## src/rtl/pdcc_pkg.sv

```systemverilog
package pdcc_pkg;
   // ----------------------------------------
   // Register offsets (byte addresses)
   // ----------------------------------------
   localparam logic [11:0] DEVICE_CAPABILITIES_OFS = 12'h0C4;
   localparam logic [11:0] DEVICE_CONTROL_OFS = 12'h0C8;
   // ----------------------------------------
   // Payload size encodings
   // ----------------------------------------
   localparam logic [2:0] PAYLOAD_128 = 3'h0;
   localparam logic [2:0] PAYLOAD_256 = 3'h1;
   localparam logic [2:0] PAYLOAD_512 = 3'h2;
   // ----------------------------------------
   // Capability field positions
   // ----------------------------------------
   localparam int CAP_MPS_LSB = 0;
   localparam int CAP_RBER_BIT = 15;
   localparam int CAP_SPL_VAL_LSB = 18;
   localparam int CAP_SPL_SCL_LSB = 26;
   // ----------------------------------------
   // Control field positions
   // ----------------------------------------
   localparam int CTL_ERR_LSB = 0;
   localparam int CTL_MPS_LSB = 5;
   localparam int CTL_AUX_BIT = 10;
   localparam int STS_ERR_LSB = 16;
   localparam int STS_AUX_DET_BIT = 20;
   // ----------------------------------------
   // Reset values
   // ----------------------------------------
   localparam logic RBER_RST = 1'h1;
   localparam logic [7:0] SPL_VAL_RST = 8'h00;
   localparam logic [1:0] SPL_SCL_RST = 2'h0;
   localparam logic [3:0] ERR_EN_RST = 4'h0;
   localparam logic [2:0] MPS_CTL_RST = 3'h0;
   localparam logic AUX_EN_RST = 1'h0;
endpackage

```

## src/rtl/pdcc_regs.sv

```systemverilog
// How it works
// - Supported payload: 000b=128, 001b=256, 010b=512 bytes; others reserved.
// - Supported payload loads 001b with strap low, 010b with strap high.
// - Supported payload and role error bit defaults overridable by loader.
// - Phantom functions supported, capability bits 4:3, read 00b.
// - Extended tag supported, capability bit 5, reads zero.
// - L0s and L1 acceptable latency fields read-only 000b.
// - Capability bit 15 reads one after reset.
// - Upstream port captures slot power limit value into bits 25:18.
// - Upstream port captures slot power limit scale into bits 27:26.
// - Control bits 0-3 are error reporting enables, reset zero.
// - Relaxed ordering enable, control bit 4, reads zero.
// - Control bits 7:5 hold programmed payload size, reset 000b.
// - Payload writes above the supported value store the supported value.
// - Control bits 8 and 9 always read zero.
// - Control bit 10 is the aux power enable, reset zero.
// - No-snoop enable, control bit 11, reads zero.
// - Max read request size bits 14:12 hardwired 000b.
// - Error detected flags set regardless of reporting enables.
`timescale 1ns/100ps
`default_nettype none
module pdcc_regs #(
   parameter bit UPSTREAM = 1'b1
) (
   input wire logic mclk_i,
   input wire logic rstn_i,
   input wire logic payload_large_strap_i,
   input wire logic cfg_wr_i,
   input wire logic cfg_rd_i,
   input wire logic [11:0] cfg_addr_i,
   input wire logic [3:0] cfg_be_i,
   input wire logic [31:0] cfg_wdata_i,
   output logic [31:0] cfg_rdata_o,
   output logic cfg_ack_o,
   input wire logic ovr_mps_we_i,
   input wire logic [2:0] ovr_mps_i,
   input wire logic ovr_rber_we_i,
   input wire logic ovr_rber_i,
   input wire logic spl_msg_i,
   input wire logic [7:0] spl_value_i,
   input wire logic [1:0] spl_scale_i,
   input wire logic [3:0] err_detect_i,
   input wire logic aux_power_det_i,
   output logic [3:0] err_report_en_o,
   output logic [2:0] mps_o,
   output logic aux_pm_en_o
);
   import pdcc_pkg::*;

   // ----------------------------------------
   // Capability, control and status state
   // ----------------------------------------
   logic strap_done;
   logic [2:0] mps_sup;
   logic rber;
   logic [7:0] spl_val;
   logic [1:0] spl_scl;
   logic [3:0] err_en;
   logic [2:0] mps_ctl;
   logic aux_en;
   logic [3:0] err_sts;
   logic [31:0] device_capabilities;
   logic [31:0] device_control;
   logic wr_ctl;
   logic [2:0] wr_mps;

   // Strap caught on first clock after reset release, not under async reset
   // strap sets payload
   always_ff @(posedge mclk_i or negedge rstn_i) begin
      if (!rstn_i) begin
         strap_done <= 1'b0;
         mps_sup <= PAYLOAD_256;
      end else if (!strap_done) begin
         strap_done <= 1'b1;
         mps_sup <= payload_large_strap_i ? PAYLOAD_512 : PAYLOAD_256;
      end else if (ovr_mps_we_i) begin
         mps_sup <= ovr_mps_i;
      end
   end

   always_ff @(posedge mclk_i or negedge rstn_i) begin
      if (!rstn_i) begin
         rber <= RBER_RST;
      end else if (ovr_rber_we_i) begin
         rber <= ovr_rber_i;
      end
   end

   // Downstream ports ignore the message; the field stays zero there
   // capture power value
   always_ff @(posedge mclk_i or negedge rstn_i) begin
      if (!rstn_i) begin
         spl_val <= SPL_VAL_RST;
         spl_scl <= SPL_SCL_RST;
      end else if (UPSTREAM && spl_msg_i) begin
         spl_val <= spl_value_i;
         spl_scl <= spl_scale_i;
      end
   end

   // ----------------------------------------
   // Control writes
   // ----------------------------------------
   assign wr_ctl = cfg_wr_i && (cfg_addr_i == DEVICE_CONTROL_OFS);

   assign wr_mps = (cfg_wdata_i[CTL_MPS_LSB +: 3] > mps_sup) ? mps_sup
                   : cfg_wdata_i[CTL_MPS_LSB +: 3];

   always_ff @(posedge mclk_i or negedge rstn_i) begin
      if (!rstn_i) begin
         err_en <= ERR_EN_RST;
      end else if (wr_ctl && cfg_be_i[0]) begin
         err_en <= cfg_wdata_i[CTL_ERR_LSB +: 4];
      end
   end

   // Bits 7:5 lie wholly in byte lane 0; lane 0 gates the field
   // payload control
   always_ff @(posedge mclk_i or negedge rstn_i) begin
      if (!rstn_i) begin
         mps_ctl <= MPS_CTL_RST;
      end else if (wr_ctl && cfg_be_i[0]) begin
         mps_ctl <= wr_mps;
      end
   end

   always_ff @(posedge mclk_i or negedge rstn_i) begin
      if (!rstn_i) begin
         aux_en <= AUX_EN_RST;
      end else if (wr_ctl && cfg_be_i[1]) begin
         aux_en <= cfg_wdata_i[CTL_AUX_BIT];
      end
   end

   // Set wins over write-one-to-clear in the same cycle
   // log errors always
   always_ff @(posedge mclk_i or negedge rstn_i) begin
      if (!rstn_i) begin
         err_sts <= 4'h0;
      end else begin
         err_sts <= (err_sts & ~((wr_ctl && cfg_be_i[2])
                    ? cfg_wdata_i[STS_ERR_LSB +: 4] : 4'h0)) | err_detect_i;
      end
   end

   // ----------------------------------------
   // Read images
   // ----------------------------------------
   // payload encoding
   always_comb begin
      device_capabilities = 32'h0;
      device_capabilities[CAP_MPS_LSB +: 3] = mps_sup;
      device_capabilities[CAP_RBER_BIT] = rber;
      device_capabilities[CAP_SPL_VAL_LSB +: 8] = spl_val;
      device_capabilities[CAP_SPL_SCL_LSB +: 2] = spl_scl;
   end

   always_comb begin
      device_control = 32'h0;
      device_control[CTL_ERR_LSB +: 4] = err_en;
      device_control[CTL_MPS_LSB +: 3] = mps_ctl;
      device_control[CTL_AUX_BIT] = aux_en;
      device_control[STS_ERR_LSB +: 4] = err_sts;
      device_control[STS_AUX_DET_BIT] = aux_power_det_i;
   end

   // ----------------------------------------
   // Read port, one cycle latency
   // ----------------------------------------
   always_ff @(posedge mclk_i or negedge rstn_i) begin
      if (!rstn_i) begin
         cfg_rdata_o <= 32'h0;
      end else if (cfg_rd_i) begin
         if (cfg_addr_i == DEVICE_CAPABILITIES_OFS) begin
            cfg_rdata_o <= device_capabilities;
         end else if (cfg_addr_i == DEVICE_CONTROL_OFS) begin
            cfg_rdata_o <= device_control;
         end else begin
            cfg_rdata_o <= 32'h0;
         end
      end
   end

   always_ff @(posedge mclk_i or negedge rstn_i) begin
      if (!rstn_i) begin
         cfg_ack_o <= 1'b0;
      end else begin
         cfg_ack_o <= cfg_rd_i | cfg_wr_i;
      end
   end

   assign err_report_en_o = err_en;
   assign mps_o = mps_ctl;
   assign aux_pm_en_o = aux_en;
endmodule // pdcc_regs
`default_nettype wire

```

## config.mk

```make
export PLATFORM = sky130hd
export DESIGN_NAME = pdcc_regs
export DESIGN_NICKNAME = d
export VERILOG_FILES = /design/src/rtl/pdcc_pkg.sv /design/src/rtl/pdcc_regs.sv
export SDC_FILE = /design/constraint.sdc
export NUM_CORES = 1
export LEC_CHECK = 0
export ABC_CLOCK_PERIOD_IN_PS = 2530
export BUFFER_PORTS_ARGS = -buffer_cell sky130_fd_sc_hd__buf_2
export CAP_MARGIN = 20
export CORE_MARGIN = 3
export CORE_UTILIZATION = 45
export CTS_CLUSTER_DIAMETER = 40
export CTS_CLUSTER_SIZE = 12
export DETAILED_ROUTE_END_ITERATION = 16
export PLACE_DENSITY_LB_ADDON = 0.08
export SLEW_MARGIN = 20
export SYNTH_ARGS = -nofsm -noshare
export SYNTH_HDL_FRONTEND = slang
export SYNTH_SLANG_ARGS = --single-unit
```

## constraint.sdc

```tcl
create_clock -name mclk_i -period 2.53 [get_ports mclk_i]
set_clock_uncertainty 0.2 [all_clocks]
set_input_delay 0.253 -clock mclk_i [delete_from_list [all_inputs] [get_ports mclk_i]]
set_output_delay 0.253 -clock mclk_i [all_outputs]
set_load 0.005 [all_outputs]
```

Word-level counts from Yosys, hierarchy flattened
Cells that the tools add are included.
{"block": "op_classes", "bitwise": 4, "n_eq_ne": 3, "n_mux": 7, "n_reduce_logical": 4, "n_lt_le_gt_ge": 1}
{"operator": "two-way mux 28 bit", "n": 1}
{"operator": "== test 12 x 8 -> 1 bit, second input constant", "n": 2}
{"operator": "two-way mux 21 bit", "n": 1}
{"operator": "two-way mux 3 bit", "n": 3}
{"operator": "bitwise AND 4 bit", "n": 1}
{"operator": "logical AND 1 bit", "n": 4}
{"operator": "two-way mux 4 bit", "n": 1}
{"operator": "inverter 4 bit", "n": 1}
{"operator": "OR 4 bit", "n": 1}
{"operator": "> comparator 3 bit", "n": 1}
{"operator": "two-way mux 2 bit", "n": 1}
{"operator": "inequality test 2 bit, second input constant", "n": 1}
{"operator": "OR 1 bit", "n": 1}
{"block": "totals", "inputBits": 75, "regBits": 60, "word_cells": 30, "output_inout_bits": 41}

Longest topological paths before layout
{"block": "logic_depth", "ltp_word": 7, "mapped_depth": 6, "ltp_nobuf": 6}

Worst setup path before layout
Ideal clock, no wire load.
{"block": "synth_path", "path_type": "input to register", "from": "input cfg_addr_i[1]", "to": "register err_en[0] (netlist: err_report_en_o[0])", "required_ns": 2.203, "path_stages": 5, "path_buffers": 1, "setup_ns": 0.127, "arrival_time_ns": 1.725, "path_slack_ns": 0.478, "cell_sequence": "or4_1 > nor4_4 > and3_1 > buf_4 > mux2_1"}
{"block": "synth_via", "elab_chain_len": 3}
{"element": "start, declared", "line": "pdcc_regs.sv:30", "text": "input wire logic [11:0] cfg_addr_i,"}
{"element": "== test 12 x 8 -> 1 bit", "line": "pdcc_regs.sv:104", "text": "assign wr_ctl = cfg_wr_i && (cfg_addr_i == DEVICE_CONTROL_OFS);"}
{"element": "logical AND 1 bit", "line": "pdcc_regs.sv:104"}
{"element": "logical AND 1 bit", "line": "pdcc_regs.sv:112", "text": "end else if (wr_ctl && cfg_be_i[0]) begin"}
{"element": "end signal, assigned", "line": "pdcc_regs.sv:113", "text": "err_en <= cfg_wdata_i[CTL_ERR_LSB +: 4];"}
{"element": "end, declared", "line": "pdcc_regs.sv:58", "text": "logic [3:0] err_en;"}
No other way between the ends.
A chain may end at the register's enable or synchronous reset.

Worst setup path in the final report
{"block": "layout_path", "from": "input cfg_addr_i[1]", "to": "register err_en[3] (netlist: err_report_en_o[3])"}
Same word-level chain as after synthesis.

==> flow_summary.ini <==
[status]
status = finished clean

[finish]
nets = 383
design_area_sq_um = 2950
fillCellCount = 389
layout-drive-gt1-share_pct = 36.9
num_antenna_cells = 0
syn2layout_area_growth_pct = 34.7

[synth]
synth_top_cell_by_area = dfrtp_1
syn-instance-count = 198
syn_area_sq_um = 2190
synth-seq-cells = 49
synth_edf_count = 0
yosysWarnings = 0
async_flop_share_pct = 100
yosys-top-cells-area = dfrtp_1 (54%), mux2_2 (6.2%), o21ai_0 (5.5%), inv_1 (4.3%), buf_4 (4.1%)
synthMuxAreaShare_pct = 10.1
yosys.cell_count.top_type = dfrtp_1
synth_adder_area_share_pct = 1.72
synth_top_family_by_area = compound AO/OA/AOI/OAI gates
synth_compound_area_share_pct = 11.8
synth_xor_area_share_pct = 0
synth_common_cells = dfrtp_1 (47), inv_1 (25), o21ai_0 (24), buf_4 (12), mux2_2 (12)
ys_seq_area_share_pct = 56.2
synth_cell_type_count = 33
synth.avg_cell_area_sq_um = 11.0
synth-simple-area-share_pct = 9.78
synth_ff_type = dfrtp_1
synth_top_area_share_pct = 53.8

[detailed_routing]
routed_wl_mm = 4.89
first_iter_violations = 99
final_antenna_net_count = 0
drc_errors = 0
num_vias = 1772
viasPerCell = 4.78
wl_per_cell_um = 13.2
firstDrtPassIters = 4

[global_route]
grt.busiest_layer = met2
grt.overflow.total = 0
antenna_found_initial = 0
grt_pass1_wl_mm = 7.90
grt_use_total_pct = 18.3
grt_use_met1_pct = 23.0
grt_max_degree = 37
gr-usage-met2_pct = 30.5
use_met3_pct = 4.22
grt_pass1_vias = 1771

[floorplan]
dieArea_sq_um = 5730
row_count = 24
core_area_sq_um = 4530
pin_count = 116
initial_core_util_pct = 48.2
die_y_um = 75.7
die_width_um = 75.7

[timing]
rsz0062_at_grt = no
tightest_slew_ps = 563
slew_violations = 0
setup_viol = 0
setup_tns_ps = 0
fmax_ghz = 0.506
hold_viol_final = 0
period_share_pct = 78.1
min_period_ps = 1980
slew_headroom_pct = 62.5

[critical_path]
critPathMaxStageDelay_ps = 590
critPathSlowestCell = or4_1
arrival_ps = 1960
endpoint_kind = register
start_kind = primary input
crit_chain = buf_2 > or4_1 > nor4_4 > and3_1 > mux2_1
critPathTopFamily = simple AND/OR/NAND/NOR gates
critPathMaxFanout = 7
worst-path-buf-inv = 1
crit_required_ps = 2520
worst-setup-path-type = in -> reg

[power_and_ir_drop]
total_power_uw = 1430
power_density_nw_per_um2 = 486
intPower_uw = 1090
power_frac_comb_pct = 11.6
seqPwrFrac_pct = 57.5
p_leak_uw = 0.00145
pwr-share-clk_pct = 30.9
switching_power_uw = 340
ir_drop_uv = 264
p_sw_share_pct = 23.7

[worst_hold_path]
hold_path.class = in -> reg

[placed_design]
dpl.hpwl_mm = 3.58
gp_congestion = 0.774
port_buffers = 83
place_area_sq_um = 2620

[cts]
cts-root-buf = clkbuf_8
cts_buffer_depth = 2
ctsResizeCount = 0
clk_pin_slew_worst_paths_ps = 90
cts.sink_count = 49
worstSkewPairLatency_ps = 300
cts_tree = built
htree_levels = 2
cts-buffers-inserted = 5

[run]
max_cap_viol_count = 0
[placed cells by master, fill, tap and decap left out]
cell and count:
nand4_1 4, nor2b_1 1, nand2_1 9, o21ai_0 24, nor4_4 1, or3_1 2
nor4_2 1, nand3b_1 1, a31oi_1 6, dfrtp_1 47, dlygate4sd3_1 24, ha_1 3
a32oi_1 6, buf_4 4, dfstp_2 2, a21o_1 4, nand3_1 9, clkinv_2 2
buf_2 83, nand2b_1 1, conb_1 12, a211oi_1 1, nor2_1 1, or4_1 1
mux2_2 12, and3_1 1, or2_2 1, mux2i_1 4, o21ai_1 1, clkbuf_1 1
mux2_1 4, a21oi_1 1, clkbuf_8 5, or3b_2 1, or4_4 1, inv_1 25
[cell families after synthesis]
logic type,Yosys count
adder cells (fa/ha/maj),3
AND/OR/NAND/NOR,35
flip-flops,49
AO/OA/AOI/OAI,43
buffers and inverters,46
other,2
multiplexers,20
[power by group through the flow]
stage | clock network, uW | registers, uW | logic (uW)
3_3_place_gp | 0 | 838 | 135
2_1_floorplan | 0 | 834 | 77.5
5_1_grt | 482 | 826 | 189
4_1_cts | 458 | 823 | 169
3_5_place_dp | 0 | 838 | 139
6_report | 441 | 823 | 167
[worst paths after layout]
kind / startpoint / endpoint / slack (ps) / cells after the start
hold reg to reg: strap_done / mps_sup[0] / 280 / 1
setup reg to reg: mps_sup[0] / mps_o[0] / 580 / 5
min in group asynchronous: rstn_i / cfg_rdata_o[15] / 270 / 3
hold / removal: ovr_mps_i[2] / mps_sup[2] / 30 / 3
setup / recovery: cfg_addr_i[1] / err_report_en_o[3] / 550 / 5
max in group asynchronous: rstn_i / mps_sup[0] / 1540 / 3
[cell type report]
class / count / area (sq um) / share of cell area [%]
clock buffer: 6 / 72.6 / 2.46
sequential: 49 / 1230 / 41.7
timing repair buffer: 111 / 686 / 23.3
inverter: 25 / 93.8 / 3.18
tap: 65 / 81.3 / 2.76
multi-input combinational: 113 / 774 / 26.3
clock inverter: 2 / 10.0 / 0.340
[registers in the layout, summed over array words and instances, names as in the netlist]
| name | flops |
|---|---|
| mps_o | 3 |
| mps_sup | 3 |
| spl_val | 8 |
| err_report_en_o | 4 |
| cfg_ack_o | 1 |
| aux_pm_en_o | 1 |
| cfg_rdata_o | 21 |
| rber | 1 |
| err_sts | 4 |
| strap_done | 1 |
| spl_scl | 2 |
[repair_timing]
item	in CTS	in global routing
setup endpoints to repair	0	0
hold endpoints to repair	70	0
setup buffers	0	0
hold buffers	24	0
[stage by stage]
step                      hold WS [ps]  instances  util [%]  setup WS [ps]
after CTS                         24.9        371      65.0            549
after detailed placement          64.9        339      57.9            220
after global placement            62.7        339      57.9            216
final                             28.0        371      65.0            554
after global routing              35.2        371      65.0            457
after floorplan                   -243        208         -            478
[per-layer routing]
metal,routed length [um],share of wire [%]
met1,2140,44
met2,2340,48
met3,334,6.8
met5,0,0
met4,74,1.5
[tightest hold or removal path, stage by stage]
cell and delay (ps):
buf_2 80, mux2i_1 60, nor2b_1 100
No activity file was read; power rests on OpenSTA's default activity.
